==> src/timer_unit_pkg.sv <==
// Behaviour
// - three independent timers, 16-bit counts each
// - timers 0 and 1 own input and output pins
// - timer 1 terminal count raises watchdog interrupt
// - timer 2 pinless, prescales timers, requests DMA
// - eleven 16-bit control registers
// - counts readable and writable at any time
// - each qualifying event adds one to count
// - count reaching maximum returns to zero immediately
// - timers 0 and 1 alternate two maxima
// - single maximum: output low one clock
// - dual maxima: output shows governing maximum
// - each timer serviced every fourth clock
// - external clock at most quarter rate, six-clock lag
package timer_unit_pkg;
    // register indices on the write and read select ports
    localparam logic [3:0] REG_T0_COUNT = 4'h0;
    localparam logic [3:0] REG_T0_MAX_A = 4'h1;
    localparam logic [3:0] REG_T0_MAX_B = 4'h2;
    localparam logic [3:0] REG_T0_CTL = 4'h3;
    localparam logic [3:0] REG_T1_COUNT = 4'h4;
    localparam logic [3:0] REG_T1_MAX_A = 4'h5;
    localparam logic [3:0] REG_T1_MAX_B = 4'h6;
    localparam logic [3:0] REG_T1_CTL = 4'h7;
    localparam logic [3:0] REG_T2_COUNT = 4'h8;
    localparam logic [3:0] REG_T2_MAX_A = 4'h9;
    localparam logic [3:0] REG_T2_CTL = 4'hA;
    // register slot inside one timer
    localparam logic [1:0] LOC_COUNT = 2'h0;
    localparam logic [1:0] LOC_MAX_A = 2'h1;
    localparam logic [1:0] LOC_MAX_B = 2'h2;
    localparam logic [1:0] LOC_CTL = 2'h3;
    // control word bit positions
    localparam int CTL_CONT_BIT = 0;
    localparam int CTL_ALT_BIT = 1;
    localparam int CTL_EXT_BIT = 2;
    localparam int CTL_PRE_BIT = 3;
    localparam int CTL_MC_BIT = 5;
    localparam int CTL_RIU_BIT = 12;
    localparam int CTL_WDOG_BIT = 13;
    localparam int CTL_EN_BIT = 15;
    // reset values
    localparam logic [15:0] COUNT_RESET = 16'h0000;
    localparam logic [15:0] MAX_RESET = 16'h0000;
    localparam logic [15:0] CTL_RESET = 16'h0000;
    // timing
    localparam int SERVICE_PHASES = 4;
    localparam logic [1:0] PHASE_LAST = 2'h3;
    localparam int OUT_LAG_MAX = 6;
endpackage

==> src/timer_channel.sv <==
`timescale 1ns/1ps
module timer_channel
    import timer_unit_pkg::*;
#(
    parameter int WIDTH = 16,
    parameter bit HAS_ALT = 1'b1
) (
    input wire logic i_clk,
    input wire logic i_reset_n,
    input wire logic i_service,
    input wire logic i_ext_event,
    input wire logic i_pre_event,
    input wire logic i_wr_en,
    input wire logic [1:0] i_wr_reg,
    input wire logic [WIDTH-1:0] i_wr_data,
    output logic [WIDTH-1:0] o_count,
    output logic [WIDTH-1:0] o_max_a,
    output logic [WIDTH-1:0] o_max_b,
    output logic [WIDTH-1:0] o_ctl,
    output logic o_out,
    output logic o_tc
);
    // control bits sit up to bit 15, so narrower words cannot work
    generate
        if (WIDTH < 16) begin : g_bad_width
            $error("timer_channel: WIDTH must be at least 16");
        end
    endgenerate

    logic [WIDTH-1:0] next_count;
    logic [WIDTH-1:0] next_ctl;
    logic next_out;

    // write decode
    wire wr_count = i_wr_en && (i_wr_reg == LOC_COUNT);
    wire wr_max_a = i_wr_en && (i_wr_reg == LOC_MAX_A);
    wire wr_max_b = i_wr_en && HAS_ALT && (i_wr_reg == LOC_MAX_B);
    wire wr_ctl = i_wr_en && (i_wr_reg == LOC_CTL);

    // active maximum and event qualification
    wire alt_on = HAS_ALT && o_ctl[CTL_ALT_BIT];
    wire riu = o_ctl[CTL_RIU_BIT];
    wire [WIDTH-1:0] max_act = (alt_on && riu) ? o_max_b : o_max_a;
    wire evt = o_ctl[CTL_EXT_BIT] ? i_ext_event :
               o_ctl[CTL_PRE_BIT] ? i_pre_event : 1'b1;
    // software write of the count wins over a step in the same cycle
    wire step = i_service && o_ctl[CTL_EN_BIT] && evt && !wr_count;
    wire [WIDTH-1:0] inc = o_count + 1'b1;
    wire fire = step && (inc == max_act);
    wire next_riu = alt_on && (fire ? !riu : riu);
    wire stop = fire && !o_ctl[CTL_CONT_BIT] && (!alt_on || riu);

    // count: zero on reaching the maximum, never the maximum itself
    assign next_count = wr_count ? i_wr_data :
                        fire ? '0 :
                        step ? inc : o_count;
    // alternating: level shows the governing maximum; else a low pulse
    assign next_out = alt_on ? !next_riu : !fire;

    // control word; the reached-max flag set wins over a write clearing it
    always_comb begin
        next_ctl = wr_ctl ? i_wr_data : o_ctl;
        if (!wr_ctl && stop) begin
            next_ctl[CTL_EN_BIT] = 1'b0;
        end
        next_ctl[CTL_RIU_BIT] = next_riu;
        next_ctl[CTL_MC_BIT] = next_ctl[CTL_MC_BIT] | fire;
    end

    always_ff @(posedge i_clk or negedge i_reset_n) begin
        if (!i_reset_n) begin
            o_count <= COUNT_RESET;
            o_max_a <= MAX_RESET;
            o_max_b <= MAX_RESET;
            o_ctl <= CTL_RESET;
            o_out <= 1'b1;
            o_tc <= 1'b0;
        end else begin
            o_count <= next_count;
            if (wr_max_a) begin
                o_max_a <= i_wr_data;
            end
            if (wr_max_b) begin
                o_max_b <= i_wr_data;
            end
            o_ctl <= next_ctl;
            o_out <= next_out;
            o_tc <= fire;
        end
    end

    // properties next to the count, limit and output logic
    a_count_wrap: assert property (@(posedge i_clk)
        disable iff (!i_reset_n)
        fire |=> (o_count == '0) && o_tc)
        else $error("count did not wrap to zero at maximum");
    a_count_step: assert property (@(posedge i_clk)
        disable iff (!i_reset_n)
        step && !fire |=> o_count == $past(inc) && !o_tc)
        else $error("count did not advance by one");
    a_count_hold: assert property (@(posedge i_clk)
        disable iff (!i_reset_n)
        !i_service && !wr_count |=> $stable(o_count))
        else $error("count moved outside its service slot");
    a_count_write: assert property (@(posedge i_clk)
        disable iff (!i_reset_n)
        wr_count |=> o_count == $past(i_wr_data))
        else $error("count write was lost");
    a_alt_swap: assert property (@(posedge i_clk)
        disable iff (!i_reset_n)
        fire && alt_on |=> o_ctl[CTL_RIU_BIT] != $past(riu))
        else $error("maximum did not alternate");
    a_out_pulse: assert property (@(posedge i_clk)
        disable iff (!i_reset_n)
        fire && !alt_on |=> !o_out ##1 o_out)
        else $error("output low pulse not exactly one clock");
    a_alt_level: assert property (@(posedge i_clk)
        disable iff (!i_reset_n)
        alt_on |=> o_out == !o_ctl[CTL_RIU_BIT])
        else $error("output level does not show governing maximum");
endmodule

==> src/triple_timer_unit.sv <==
`timescale 1ns/1ps
module triple_timer_unit
    import timer_unit_pkg::*;
#(
    parameter int WIDTH = 16
) (
    input wire logic i_clk,
    input wire logic i_reset_n,
    input wire logic i_wr_en,
    input wire logic [3:0] i_wr_sel,
    input wire logic [WIDTH-1:0] i_wr_data,
    input wire logic [3:0] i_rd_sel,
    output logic [WIDTH-1:0] o_rd_data,
    input wire logic i_timer0_in,
    input wire logic i_timer1_in,
    output logic o_timer0_out,
    output logic o_timer1_out,
    output logic o_timer1_watchdog_irq_source,
    output logic o_timer2_dma_req,
    output logic [2:0] o_timer_tc
);
    import timer_unit_pkg::*;

    generate
        if (WIDTH != 16) begin : g_bad_width
            $error("triple_timer_unit: WIDTH must be 16");
        end
    endgenerate

    logic [1:0] phase;
    logic [1:0] in_meta;
    logic [1:0] in_sync;
    logic [1:0] in_last;
    logic [1:0] ext_pend;
    logic [1:0] pre_pend;
    logic [WIDTH-1:0] rd_mux;
    logic [2:0][WIDTH-1:0] count;
    logic [2:0][WIDTH-1:0] max_a;
    logic [2:0][WIDTH-1:0] max_b;
    logic [2:0][WIDTH-1:0] ctl;
    logic [2:0] out;
    logic [2:0] tc;

    // one timer per clock slot, each seen once every fourth clock
    wire [2:0] service;
    assign service[0] = (phase == 2'h0);
    assign service[1] = (phase == 2'h1);
    assign service[2] = (phase == 2'h2);

    always_ff @(posedge i_clk or negedge i_reset_n) begin
        if (!i_reset_n) begin
            phase <= 2'h0;
        end else begin
            phase <= (phase == PHASE_LAST) ? 2'h0 : phase + 2'h1;
        end
    end

    // pin synchroniser; the second and third stages feed edge detection, never the first
    always_ff @(posedge i_clk or negedge i_reset_n) begin
        if (!i_reset_n) begin
            in_meta <= 2'h0;
            in_sync <= 2'h0;
            in_last <= 2'h0;
        end else begin
            in_meta <= {i_timer1_in, i_timer0_in};
            in_sync <= in_meta;
            in_last <= in_sync;
        end
    end

    wire [1:0] ext_edge = in_sync & ~in_last;

    // edges and prescale ticks wait for the timer's slot; the event
    // also passes straight through so nothing is delayed a full round
    wire [1:0] ext_event = ext_pend | ext_edge;
    wire [1:0] pre_event = pre_pend | {tc[2], tc[2]};

    // a faster pin clock merges edges in one slot: quarter rate limit
    always_ff @(posedge i_clk or negedge i_reset_n) begin
        if (!i_reset_n) begin
            ext_pend <= 2'h0;
            pre_pend <= 2'h0;
        end else begin
            ext_pend <= ext_event & ~service[1:0];
            pre_pend <= pre_event & ~service[1:0];
        end
    end

    // write decode: select bits 3:2 pick the timer, 1:0 the slot, except index A, which goes to timer 2's control slot, and indices B to F, which are dropped
    wire [1:0] wr_loc = (i_wr_sel == REG_T2_CTL) ? LOC_CTL : i_wr_sel[1:0];
    wire [2:0] wr_hit;
    assign wr_hit[0] = i_wr_en && (i_wr_sel[3:2] == 2'h0);
    assign wr_hit[1] = i_wr_en && (i_wr_sel[3:2] == 2'h1);
    assign wr_hit[2] = i_wr_en && ((i_wr_sel == REG_T2_COUNT) ||
                       (i_wr_sel == REG_T2_MAX_A) ||
                       (i_wr_sel == REG_T2_CTL));

    // timers with pins and two maxima
    genvar t;
    generate
        for (t = 0; t < 2; t++) begin : g_pin_timer
            timer_channel #(
                .WIDTH(WIDTH),
                .HAS_ALT(1'b1)
            ) u_timer (
                .i_clk(i_clk),
                .i_reset_n(i_reset_n),
                .i_service(service[t]),
                .i_ext_event(ext_event[t]),
                .i_pre_event(pre_event[t]),
                .i_wr_en(wr_hit[t]),
                .i_wr_reg(wr_loc),
                .i_wr_data(i_wr_data),
                .o_count(count[t]),
                .o_max_a(max_a[t]),
                .o_max_b(max_b[t]),
                .o_ctl(ctl[t]),
                .o_out(out[t]),
                .o_tc(tc[t])
            );
        end
    endgenerate

    // pinless timer, single maximum only
    timer_channel #(
        .WIDTH(WIDTH),
        .HAS_ALT(1'b0)
    ) u_timer2 (
        .i_clk(i_clk),
        .i_reset_n(i_reset_n),
        .i_service(service[2]),
        .i_ext_event(1'b0),
        .i_pre_event(1'b0),
        .i_wr_en(wr_hit[2]),
        .i_wr_reg(wr_loc),
        .i_wr_data(i_wr_data),
        .o_count(count[2]),
        .o_max_a(max_a[2]),
        .o_max_b(max_b[2]),
        .o_ctl(ctl[2]),
        .o_out(out[2]),
        .o_tc(tc[2])
    );

    // read select; unmapped indices read zero
    always_comb begin
        case (i_rd_sel)
            REG_T0_COUNT: rd_mux = count[0];
            REG_T0_MAX_A: rd_mux = max_a[0];
            REG_T0_MAX_B: rd_mux = max_b[0];
            REG_T0_CTL: rd_mux = ctl[0];
            REG_T1_COUNT: rd_mux = count[1];
            REG_T1_MAX_A: rd_mux = max_a[1];
            REG_T1_MAX_B: rd_mux = max_b[1];
            REG_T1_CTL: rd_mux = ctl[1];
            REG_T2_COUNT: rd_mux = count[2];
            REG_T2_MAX_A: rd_mux = max_a[2];
            REG_T2_CTL: rd_mux = ctl[2];
            default: rd_mux = '0;
        endcase
    end

    wire wdog_fire = tc[1] && ctl[1][CTL_WDOG_BIT];

    // outputs all registered, one clock behind the timer state
    always_ff @(posedge i_clk or negedge i_reset_n) begin
        if (!i_reset_n) begin
            o_rd_data <= '0;
            o_timer0_out <= 1'b1;
            o_timer1_out <= 1'b1;
            o_timer1_watchdog_irq_source <= 1'b0;
            o_timer2_dma_req <= 1'b0;
            o_timer_tc <= 3'h0;
        end else begin
            o_rd_data <= rd_mux;
            o_timer0_out <= out[0];
            o_timer1_out <= out[1];
            o_timer1_watchdog_irq_source <= wdog_fire;
            o_timer2_dma_req <= tc[2];
            o_timer_tc <= tc;
        end
    end

    // slot order, synchroniser depth and the port pulses
    a_service_slot: assert property (@(posedge i_clk)
        disable iff (!i_reset_n)
        service[0] |-> ##1 service[1] ##1 service[2]
            ##1 !(|service) ##1 service[0])
        else $error("timer service slots out of order");
    a_sync_path: assert property (@(posedge i_clk)
        disable iff (!i_reset_n)
        ext_edge[0] |-> $past(i_timer0_in, 2) && !$past(i_timer0_in, 3))
        else $error("pin edge not two synchroniser stages late");
    a_wdog_irq: assert property (@(posedge i_clk)
        disable iff (!i_reset_n)
        tc[1] && ctl[1][CTL_WDOG_BIT] |=> o_timer1_watchdog_irq_source)
        else $error("watchdog interrupt missed timer 1 terminal count");
    a_wdog_quiet: assert property (@(posedge i_clk)
        disable iff (!i_reset_n)
        !tc[1] |=> !o_timer1_watchdog_irq_source)
        else $error("watchdog interrupt without terminal count");
    a_dma_req: assert property (@(posedge i_clk)
        disable iff (!i_reset_n)
        tc[2] |=> o_timer2_dma_req ##1 !o_timer2_dma_req)
        else $error("dma request not a one-clock pulse");
    // the tick lands in the phase-3 gap, so it must still stand at slot 0
    a_pre_count: assert property (@(posedge i_clk)
        disable iff (!i_reset_n)
        tc[2] && ctl[0][CTL_EN_BIT] && ctl[0][CTL_PRE_BIT] &&
        !ctl[0][CTL_EXT_BIT] && !i_wr_en |=> service[0] && pre_event[0])
        else $error("prescale tick not held for its slot");

    // masking, quiet pulses, second pin and the read path
    a_wdog_mask: assert property (@(posedge i_clk)
        disable iff (!i_reset_n)
        !ctl[1][CTL_WDOG_BIT] |=> !o_timer1_watchdog_irq_source)
        else $error("watchdog interrupt while masked");
    a_dma_quiet: assert property (@(posedge i_clk)
        disable iff (!i_reset_n)
        !tc[2] |=> !o_timer2_dma_req)
        else $error("dma request without timer 2 terminal count");
    a_t2_single: assert property (@(posedge i_clk)
        disable iff (!i_reset_n)
        ctl[2][CTL_EN_BIT] |-> !ctl[2][CTL_RIU_BIT])
        else $error("pinless timer switched to a second maximum");
    a_sync_pin1: assert property (@(posedge i_clk)
        disable iff (!i_reset_n)
        ext_edge[1] |-> $past(i_timer1_in, 2) && !$past(i_timer1_in, 3))
        else $error("timer 1 pin edge not two stages late");
    a_rd_unmapped: assert property (@(posedge i_clk)
        disable iff (!i_reset_n)
        i_rd_sel > REG_T2_CTL |=> o_rd_data == '0)
        else $error("unmapped register index read nonzero");
    a_rd_count: assert property (@(posedge i_clk)
        disable iff (!i_reset_n)
        i_rd_sel == REG_T1_COUNT |=> o_rd_data == $past(count[1]))
        else $error("timer 1 count not shown on read port");
endmodule

==> config.mk <==
export PLATFORM = sky130hd
export DESIGN_NAME = triple_timer_unit
export DESIGN_NICKNAME = d
export VERILOG_FILES = /design/src/timer_unit_pkg.sv /design/src/timer_channel.sv /design/src/triple_timer_unit.sv
export SDC_FILE = /design/constraint.sdc
export NUM_CORES = 1
export LEC_CHECK = 0
export ABC_AREA = 0
export BUFFER_PORTS_ARGS = -buffer_cell sky130_fd_sc_hd__clkbuf_2
export CAP_MARGIN = 25
export CORE_MARGIN = 10
export CORE_UTILIZATION = 26
export CTS_CLUSTER_DIAMETER = 30
export CTS_CLUSTER_SIZE = 28
export DETAILED_ROUTE_END_ITERATION = 7
export HOLD_SLACK_MARGIN = 0.02
export PLACE_DENSITY = 0.39
export SYNTH_ARGS = -nofsm -noshare
export SYNTH_HDL_FRONTEND = slang
export SYNTH_SLANG_ARGS = --single-unit
==> constraint.sdc <==
create_clock -name i_clk -period 3.3 [get_ports i_clk]
set_input_delay 0.66 -clock i_clk [delete_from_list [all_inputs] [get_ports i_clk]]
set_output_delay 0.66 -clock i_clk [all_outputs]
set_load 0.1 [all_outputs]
======== Word-level counts from Yosys, hierarchy flattened ========
Cells that the tools add are included.
word-level totals
  output and inout bits ................... 23
  word-level logic and storage cells ...... 171
  input port bits ......................... 29
  flip-flop bits (word level) ............. 215
cells by class
  bitwise gates (word level) .............. 10
  $add $sub $neg .......................... 4
  equality and inequality tests ........... 23
  reductions and logical operators ........ 70
  muxes and demuxes ....................... 30
operator list
  cell                                                             number
  16-bit two-way mux                                               14
  16-bit one-hot mux with 11 select lines                          1
  16-bit by 1-bit adder with 16-bit output, second input constant  3
  16-bit == test                                                   3
  1-bit logical AND                                                39
  4-bit == test, second input constant                             6
  1-bit logical NOT                                                17
  4-bit by 3-bit == test with 1-bit output, second input constant  4
  1-bit two-way mux                                                13
  3-bit nonzero test                                               3
  2-bit == test, second input constant                             4
  4-bit by 2-bit == test with 1-bit output, second input constant  2
  2-bit AND                                                        3
  2-bit by 1-bit == test with 1-bit output, second input constant  3
  2-bit logical NOT                                                3
  2-bit nonzero test                                               3
  4-bit by 1-bit == test with 1-bit output, second input constant  1
  4-bit logical NOT                                                1
  1-bit logical OR                                                 4
  2-bit two-way mux                                                2
  2-bit NOT                                                        2
  2-bit OR                                                         2
  1-bit OR                                                         3
  2-bit by 1-bit adder with 2-bit output, second input constant    1

======== Logic depth before layout (Yosys ltp) ========
Gate-level depths: netlist of run 1.
  depth in word-level cells ............... 11
  mapped depth ............................ 13
  depth with buffers taken out ............ 10

======== Cells and area by module ========
A second synthesis of run 1 with hierarchy kept.
unflattened totals
  cells, all modules ...................... 1282
  area total of the unflattened synthesis .. 12958.7 um2
modules (own cells, without submodules)
  module                                       seq. area each (um2)  cells an instance  area an instance (um2)  instances
  timer_channel at g_pin_timer[0].u_timer ...  1652.8                348                3654.8                  2
  timer_channel at u_timer2                    1227.4                320                3083.0                  1
  triple_timer_unit                            853.3                 266                2566.2                  1

======== Worst setup path after synthesis of run 1 ========
No wires, ideal clock.
  path kind ............................... register to register
  start point ............................. register g_pin_timer[0].u_timer.o_count[0]
  end point ............................... register g_pin_timer[0].u_timer.o_ctl[15]
  path buffers ............................ 2
  setup slack ............................. 615 ps
  arrival time ............................ 2548 ps
  required time ........................... 3163 ps
  cell stages (with the launch flop) ...... 11
  period minus slack after synthesis ...... 2685 ps
  setup time .............................. 137 ps
  path through ............................ dfrtp_1 > ha_1 > clkbuf_1 > nand2_1 > or3_1 > o41a_1 > a21oi_1 > nand4_1 > buf_2 > o31ai_1 > o21ai_1
on the way
  cells in the longest elaborated chain, start to end .. 7
  elaborated cells on any way between the ends .. 8
  those cells by class .................... 1 x add/sub; 1 x eq/ne; 1 x mux; 5 x reduce/logical
ends and longest elaborated chain
  what                                                            RTL line             RTL
  from (decl)                                                     timer_channel.sv:16  output logic [WIDTH-1:0] o_count,
  from (signal assigned)                                          timer_channel.sv:79  o_count <= next_count;
  16-bit by 1-bit adder with 16-bit output *                      timer_channel.sv:48  wire [WIDTH-1:0] inc = o_count + 1'b1;
  16-bit == test *                                                timer_channel.sv:49  wire fire = step && (inc == max_act);
  1-bit logical AND *                                             timer_channel.sv:49
  1-bit logical AND * (2 in series)                               timer_channel.sv:51  wire stop = fire && !o_ctl[CTL_CONT_BIT] && (!alt_on || riu);
  1-bit logical AND *                                             timer_channel.sv:63  if (!wr_ctl && stop) begin
  1-bit two-way mux / 2-bit nonzero test (equally long branches)  n/a
  to (signal assigned)                                            timer_channel.sv:86  o_ctl <= next_ctl;
  to (decl)                                                       timer_channel.sv:19  output logic [WIDTH-1:0] o_ctl,
Every way passes the cells marked *; elsewhere a longest branch is shown, timed or not.
A chain may end at the register's enable or synchronous reset.

======== Final worst setup path of run 1 ========
  start point ............................. register g_pin_timer[1].u_timer.o_ctl[1]
  end point ............................... register g_pin_timer[1].u_timer.o_count[9]
on the way
  cells in the longest elaborated chain, start to end .. 6
  elaborated cells on any way between the ends .. 7
  those cells by class .................... 1 x eq/ne; 3 x mux; 3 x reduce/logical
ends and longest elaborated chain
  what                    RTL line             RTL
  from (decl)             timer_channel.sv:19
  from (signal assigned)  timer_channel.sv:86
  1-bit logical AND *     timer_channel.sv:43  wire [WIDTH-1:0] max_act = (alt_on && riu) ? o_max_b : o_max_a;
  16-bit two-way mux *    timer_channel.sv:43
  16-bit == test *        timer_channel.sv:49
  1-bit logical AND *     timer_channel.sv:49
  16-bit two-way mux      timer_channel.sv:55  fire ? '0 :
  16-bit two-way mux      timer_channel.sv:54  assign next_count = wr_count ? i_wr_data :
  to (signal assigned)    timer_channel.sv:79
  to (decl)               timer_channel.sv:16
Marked as above.

==> results.txt, run 1 <==
----------------------------------------------------
[Critical path]
  Highest net fanout along the worst path ... 19
  Top cell family by delay on the critical path ... simple AND/OR/NAND/NOR gates
  CP Class ... reg -> reg
  Number of buffer and inverter stages on the critical path ... 2
  Worst-path cell with the longest stage delay ... sky130_fd_sc_hd__nor4_1
  Capturing element type of the critical path ... flip-flop
  Arrival time at the worst endpoint ... 3.53 ns
  Req. time, crit path ... between 3 and 4 ns
  Crit path largest cell delay ... 0.49 ns
  Cell-by-cell listing of the critical path ... nand2_2, buf_4, mux2i_1, xor2_1, nor4_1, nand4_1, nor4_4, buf_12, a21oi_1, a211o_1
  Startpoint type of the worst setup path ... flip-flop

[Synthesis]
  Complex-gate fraction of the synthesized area ... 13.87%
  XOR/XNOR Fraction of Synth Area ... 5.061%
  Avg Inst Size Synth ... 9.842 sq um
  Mux cell area share after synthesis ... 14.47%
  Number of enable flip-flop cells after synthesis ... 0
  Seq/Total Area, Yosys ... 42.85%
  Number of unique standard cell types used by synthesis ... 74
  Number of nets produced by synthesis ... 1307
  Simple logic cell fraction of the synthesized area ... a little under a fifth
  Async set or reset register ratio after synthesis ... 100.0%
  Count of synthesis-stage warnings from yosys ... 0
  Top cell types by occurrence after synthesis ... sky130_fd_sc_hd__dfrtp_1 (210), sky130_fd_sc_hd__mux2_2 (125), sky130_fd_sc_hd__nor2_1 (84), sky130_fd_sc_hd__clkbuf_1 (82), sky130_fd_sc_hd__a21oi_1 (73)
  Library cell with the highest instance count after synthesis ... sky130_fd_sc_hd__dfrtp_1
  Cell count after synthesis ... 1271
  Library cell occupying the most area in the post-synthesis netlist ... sky130_fd_sc_hd__dfrtp_1
  Most common flop cell mapped by yosys ... sky130_fd_sc_hd__dfrtp_1
  Cells taking the most area after synthesis ... sky130_fd_sc_hd__dfrtp_1 (42%), sky130_fd_sc_hd__mux2_2 (11%), sky130_fd_sc_hd__mux2i_1 (3.0%), sky130_fd_sc_hd__a21oi_1 (2.9%), sky130_fd_sc_hd__nand3_1 (2.7%)
  Synthesized-area fraction occupied by adder cells ... 0.7001%
  Largest family of logic cells by synthesized area ... simple AND/OR/NAND/NOR gates
  Area fraction of the dominant cell type after synthesis ... 42.01%
  Register bit total from synthesis ... between 200 and 250
  Cell area after synthesis ... 12510 sq um

[Final layout]
  Combined area of the multi-input logic cells ... 6665 sq um
  Combined flip-flop and latch cell area ... 5360 sq um
  Finished layout cell area ... approximately 16000 sq um
  Fillers ... a little under 5000
  Final layout net count ... between 1000 and 1500
  Final Core Density ... 33.98%
  Synthesis-to-finish area growth ... 29.44%
  Ratio of cells with drive above 1 in the final layout ... 28.28%

[Placed design]
  IO Port Bufs ... between 50 and 60
  Total half-perimeter wirelength after legalization and detailed placement ... 35810 um
  GPL Wtd Cong ... 0.8755
  Placed Area ... approximately 14000 sq um

[Clocking]
  Count of buffers added by post-CTS timing repair for setup ... 0
  Resize count post-CTS ... 0
  Clock root buffer master ... sky130_fd_sc_hd__clkbuf_16
  TritonCTS clock tree ... done
  Number of buffers between clock root and the deepest sink ... 3
  Number of H-tree levels ... 3
  Clock slew seen by the registers of the worst setup and hold paths ... 0.04 ns
  Number of sinks handled by clock tree synthesis ... 214
  Latest clock arrival within the worst-skew pair ... 0.59 ns
  Number of hold buffers added after cts ... 0
  Number of buffers inserted during clock tree synthesis ... 69

[Timing]
  Maximum frequency from static timing analysis ... around 0.33 GHz
  Final worst hold slack ... roughly 0.028 ns
  Relative max-transition margin ... between 20% and 30%
  RSZ-0062 raised after global routing ... false
  Number of pins with negative max-slew slack in the final report ... 0
  Final setup violation count ... 0
  Post-route clock skew ... 0.01890 ns
  Final Hold Fails ... 0
  Total negative setup slack ... 0 ns
  Pin slew with the least headroom to its limit ... 1.065 ns
  Clock period minus final worst setup slack ... 3.072 ns
  Final period util ... 93.10%

[Floorplan]
  Effective utilization at floorplan ... 26.26%
  Io pins ... between 50 and 60
  DIE HEIGHT ... 239.3 um
  Core Box Area ... 47650 sq um
  Die width ... 239.3 um
  Standard-cell row count ... 80
  Area of the die ... 57290 sq um

[Flow run]
  Total of max-cap violations ... 0

[Drt]
  Wire length reported by the detailed router ... 50040 um
  Final antenna-violating net count ... 0
  Detailed-routing iteration count for the pre-antenna-repair pass ... 5
  Number of vias in the routed layout ... 10860
  Routed length per placed instance ... about 25 um
  Remaining DRCs ... 0
  Count of routing violations after the opening detailed-route iteration ... 855
  Via-to-Cell Ratio ... 5.360

[Power and ir drop]
  PwrDens ... 826.0 nW/um^2
  Worst IR Drop VDD ... ~0.4 mV
  Leakage power total ... between 0.006 and 0.007 uW

[Global route]
  Initial antenna violation count ... 0
  Vias in the first global route ... 10990
  Congestion Overflow GR ... 0
  Wire length of the first global-routing pass ... 74710 um
  Pin count of the biggest net entering global routing ... 63
  GR Util All Layers ... 17.53%

[Worst hold path]
  Worst min path class ... in -> async

[Run status]
  Result of the run ... complete, no violations

----------------------------------------------------
[sequential cells by signal, indices dropped and copies added (netlist names), 15 cells and up]
register / flops
g_pin_timer.u_timer.o_count: 32
o_rd_data: 16
g_pin_timer.u_timer.o_max_b: 32
u_timer2.o_ctl: 15
g_pin_timer.u_timer.o_ctl: 32
g_pin_timer.u_timer.o_max_a: 32
u_timer2.o_count: 16
u_timer2.o_max_a: 16
[per-layer routing]
layer	wire length [um]	up-vias	GRT usage, %
li1	-	4910	-
met1	23770	5568	24.15
met2	22370	301	26.28
met3	2528	85	4.046
met4	1364	0	6.193
met5	0	-	0
[path summary, 6_finish.rpt]
path | start | end | slack, ns | cells after the start
hold reg to reg | in_meta[1]$_DFF_PN0_ | in_sync[1]$_DFF_PN0_ | 0.34 | 0
setup / recovery | g_pin_timer[1].u_timer.o_ctl[1]$_DFFE_PN0P_ | g_pin_timer[1].u_timer.o_count[9]$_DFFE_PN0P_ | 0.23 | 10
min in group i_clk | i_timer1_in | in_meta[1]$_DFF_PN0_ | 0.18 | 1
hold / removal | i_reset_n | o_timer2_dma_req$_DFF_PN0_ | 0.03 | 1
max in group asynchronous | i_reset_n | o_timer1_out$_DFF_PN1_ | 2.48 | 2
setup reg to reg | g_pin_timer[1].u_timer.o_ctl[1]$_DFFE_PN0P_ | g_pin_timer[1].u_timer.o_count[9]$_DFFE_PN0P_ | 0.23 | 10
[final cells by class]
class / instances / share of cell area (%)
antenna: 1 / 0.01545
clock buffer: 83 / 11.75
clock inverter: 40 / 3.269
inverter: 13 / 0.3014
multi-input combinational: 932 / 41.16
sequential: 214 / 33.10
tap: 615 / 4.752
timing repair buffer: 129 / 5.641
[layout by cell type, fill, tap and decap left out, types with 14 or more instances in the layout]
master and n:
sky130_fd_sc_hd__nand3_1 68, sky130_fd_sc_hd__clkbuf_2 50, sky130_fd_sc_hd__o21ai_0 42, sky130_fd_sc_hd__a22oi_1 35, sky130_fd_sc_hd__mux2i_1 38, sky130_fd_sc_hd__and2_1 17, sky130_fd_sc_hd__mux2_2 125, sky130_fd_sc_hd__nor4_1 18
sky130_fd_sc_hd__nor3_1 32, sky130_fd_sc_hd__and3_1 32, sky130_fd_sc_hd__nor2_1 84, sky130_fd_sc_hd__clkinv_2 14, sky130_fd_sc_hd__buf_4 73, sky130_fd_sc_hd__dfrtp_1 210, sky130_fd_sc_hd__nand2_1 68, sky130_fd_sc_hd__clkbuf_16 72
sky130_fd_sc_hd__xor2_1 21, sky130_fd_sc_hd__a211o_1 14, sky130_fd_sc_hd__a21oi_1 73, sky130_fd_sc_hd__nand4_1 28, sky130_fd_sc_hd__xnor2_1 33
[through the flow]
stage / worst slack, ns / instances / power [uW]
after floorplan: 0.6152 / 1271 / 5495
after global placement: 0.2729 / 1903 / 6496
after detailed placement: 0.2690 / 1903 / 6502
after CTS: 0.2385 / 2026 / 13480
after global routing: 0.003361 / 2026 / 13960
final: 0.2276 / 2027 / 13380
[report_power, final]
group	internal [uW]	switching, uW
Clock	4920	1960
Sequential	3120	524
Combinational	1180	1680
Total	9220	4160
[logic make-up after synthesis]
family,count (synthesis)
XOR/XNOR,61
buffers and inverters,125
adder cells (fa/ha/maj),7
multiplexers,164
flip-flops,214
AO/OA/AOI/OAI,259
AND/OR/NAND/NOR,441
[worst reg2reg max path, stage by stage (launching register included)]
cell and delay (ns):
sky130_fd_sc_hd__dfrtp_1 0.45, sky130_fd_sc_hd__nand2_2 0.18, sky130_fd_sc_hd__buf_4 0.25, sky130_fd_sc_hd__mux2i_1 0.33, sky130_fd_sc_hd__xor2_1 0.14, sky130_fd_sc_hd__nor4_1 0.49, sky130_fd_sc_hd__nand4_1 0.21, sky130_fd_sc_hd__nor4_4 0.35
sky130_fd_sc_hd__buf_12 0.21, sky130_fd_sc_hd__a21oi_1 0.07, sky130_fd_sc_hd__a211o_1 0.27
(Power assumes the default switching activity.)
==> run 2: changes to the inputs <==
- CORE_UTILIZATION: 26 -> 60
- PLACE_DENSITY: 0.39 -> 0.77
==> run 2 against run 1 <==
Against the previous run:
- critical path depth decreased by 1
- count of clock-buffer cells in the layout is 21 lower
- highest routed layer unchanged
- sequential power rose by 2%
- design area is 8.2% lower
- non-clock buffer count is 17 lower
==> results.txt, run 2 (synthesized netlist as in run 1, its figures left out) <==
----------------------------------------------------
[Run status]
  Result of the run ... complete, no violations

[Critical path]
  Endpoint of the worst-slack reg-to-reg timing path ... u_timer2.o_ctl[15]$_DFFE_PN0P_
  CP Class ... reg -> reg
  Req. time, crit path ... 3.73 ns
  Arrival time at the worst endpoint ... 3.55 ns
  Reg2Reg Setup Slack ... 0.18 ns
  Startpoint of the most critical register-to-register path ... u_timer2.o_count[0]$_DFFE_PN0P_
  Startpoint type of the worst setup path ... flip-flop
  Highest net fanout along the worst path ... 15
  Capturing element type of the critical path ... flip-flop
  Number of cells on the worst reg-to-reg path ... 9

[Clocking]
  Clock root buffer master ... sky130_fd_sc_hd__clkbuf_16
  Latest clock arrival within the worst-skew pair ... 0.55 ns
  Clock slew seen by the registers of the worst setup and hold paths ... 0.05 ns
  Number of hold buffers added after cts ... 0
  Resize count post-CTS ... 0
  Number of buffers inserted during clock tree synthesis ... 47
  Count of buffers added by post-CTS timing repair for setup ... 0
  Number of H-tree levels ... 2
  Number of sinks handled by clock tree synthesis ... 214
  Number of buffers between clock root and the deepest sink ... 3
  TritonCTS clock tree ... done

[Timing]
  Relative max-transition margin ... 31.06%
  Final Hold Fails ... 0
  Pin slew with the least headroom to its limit ... 1.030 ns
  Final setup violation count ... 0
  Clock period minus final worst setup slack ... between 3 and 4 ns
  Maximum frequency from static timing analysis ... 0.3207 GHz
  RSZ-0062 raised after global routing ... false
  Final period util ... a little over nine tenths
  Total negative setup slack ... 0 ns
  Post-route clock skew ... 0.01392 ns
  Number of pins with negative max-slew slack in the final report ... 0

[Floorplan]
  Die width ... about 160 um
  Standard-cell row count ... 52
  Effective utilization at floorplan ... 61.43%
  DIE HEIGHT ... 164.4 um
  Core Box Area ... 20360 sq um
  Area of the die ... around 27000 sq um
  Io pins ... 52

[Drt]
  Detailed-routing iteration count for the pre-antenna-repair pass ... 7
  Remaining DRCs ... 0
  Wire length reported by the detailed router ... 42400 um
  Via-to-Cell Ratio ... approximately 7
  Routed length per placed instance ... about 26 um
  Final antenna-violating net count ... 0
  Count of routing violations after the opening detailed-route iteration ... 1408
  Number of vias in the routed layout ... roughly 11000

[Final layout]
  Final Core Density ... around 73%
  Ratio of cells with drive above 1 in the final layout ... between 20% and 30%
  Final layout net count ... approximately 1400
  Commonest non-fill, non-tap cell in the layout ... sky130_fd_sc_hd__dfrtp_1
  Synthesis-to-finish area growth ... 18.77%
  Fillers ... 1473
  Commonest cells after routing, fill and taps aside ... sky130_fd_sc_hd__dfrtp_1 (210), sky130_fd_sc_hd__mux2_2 (125), sky130_fd_sc_hd__nor2_1 (84), sky130_fd_sc_hd__a21oi_1 (73)

[Global route]
  Initial antenna violation count ... 1
  Congestion Overflow GR ... 0
  Busiest layer in global routing ... met2
  Wire length of the first global-routing pass ... 65520 um
  Met1 GRT Util ... approximately two fifths
  Met2 Track Usage GR ... 47.38%
  GR Util All Layers ... 31.31%
  Vias in the first global route ... 11120
  Global-route track usage on met3 ... 8.041%
  Pin count of the biggest net entering global routing ... 89

[Power and ir drop]
  Worst IR Drop VDD ... 0.6468 mV
  PwrDens ... 764.3 nW/um^2
  Leakage power total ... between 0.006 and 0.007 uW

[Placed design]
  IO Port Bufs ... 51
  GPL Wtd Cong ... 1.038
  Total half-perimeter wirelength after legalization and detailed placement ... 29150 um

[Flow run]
  Total of max-cap violations ... 0

[Worst hold path]
  Worst min path class ... in -> async

----------------------------------------------------
[run 2: power by group]
group	internal (uW)	total [uW]	switching, uW	leakage (uW)
combinational	1130	2720	1590	0.00308
sequential	3110	3710	600	0.00253
clock	3350	4930	1570	0.000818
total	7590	11400	3760	0.00643
[run 2: worst max-delay path by stage]
stage,startpoint,end,slack (ns),depth (start not counted)
final,u_timer2.o_count[0]$_DFFE_PN0P_,u_timer2.o_ctl[15]$_DFFE_PN0P_,0.18,9
after global routing,u_timer2.o_count[0]$_DFFE_PN0P_,u_timer2.o_ctl[15]$_DFFE_PN0P_,0.05,10
after CTS,u_timer2.o_count[0]$_DFFE_PN0P_,u_timer2.o_ctl[15]$_DFFE_PN0P_,0.25,9
after detailed placement,u_timer2.o_count[0]$_DFFE_PN0P_,u_timer2.o_count[3]$_DFFE_PN0P_,0.30,9
after global placement,u_timer2.o_count[4]$_DFFE_PN0P_,u_timer2.o_count[4]$_DFFE_PN0P_,0.37,9
after floorplan,g_pin_timer[0].u_timer.o_count[0]$_DFFE_PN0P_,g_pin_timer[0].u_timer.o_ctl[15]$_DFFE_PN0P_,0.62,10
[run 2: final cells by class]
type,count,area (sq um),area share (%)
sequential,214,5360,36.08
inverter,13,48.80,0.3284
antenna,1,2.502,0.01684
tap,270,337.8,2.274
clock buffer,62,1353,9.103
multi-input combinational,932,6665,44.86
timing repair buffer,112,748.2,5.036
clock inverter,26,342.8,2.307
[run 2: per-layer routing]
| layer | vias to the layer above | routed length [um] |
|---|---|---|
| li1 | 4815 | - |
| met1 | 5444 | 16520 |
| met2 | 718 | 18920 |
| met3 | 151 | 4902 |
| met4 | 0 | 2060 |
| met5 | - | 0 |
[run 2: worst max-delay path: stages (launching register included)]
cell and delay (ns):
sky130_fd_sc_hd__dfrtp_1 0.50, sky130_fd_sc_hd__ha_1 0.33, sky130_fd_sc_hd__and3_1 0.23, sky130_fd_sc_hd__nand4_1 0.24, sky130_fd_sc_hd__or4b_1 0.53, sky130_fd_sc_hd__o211ai_1 0.10, sky130_fd_sc_hd__a21oi_1 0.14, sky130_fd_sc_hd__or2_1 0.50
sky130_fd_sc_hd__o221ai_1 0.33, sky130_fd_sc_hd__nand2_1 0.10
[run 2: through the flow]
| stage | instances | instance area, sq um | power [uW] | hold slack [ns] | setup WS, ns |
|---|---|---|---|---|---|
| after floorplan | 1271 | 12510 | 5495 | 0.3312 | 0.6152 |
| after global routing | 1630 | 14860 | 11770 | 0.1758 | 0.04902 |
| after CTS | 1629 | 14860 | 11300 | 0.1542 | 0.2486 |
| after detailed placement | 1541 | 13160 | 6338 | 0.3347 | 0.3033 |
| final | 1630 | 14860 | 11360 | 0.1290 | 0.1820 |
| after global placement | 1541 | 13160 | 6283 | 0.3349 | 0.3732 |
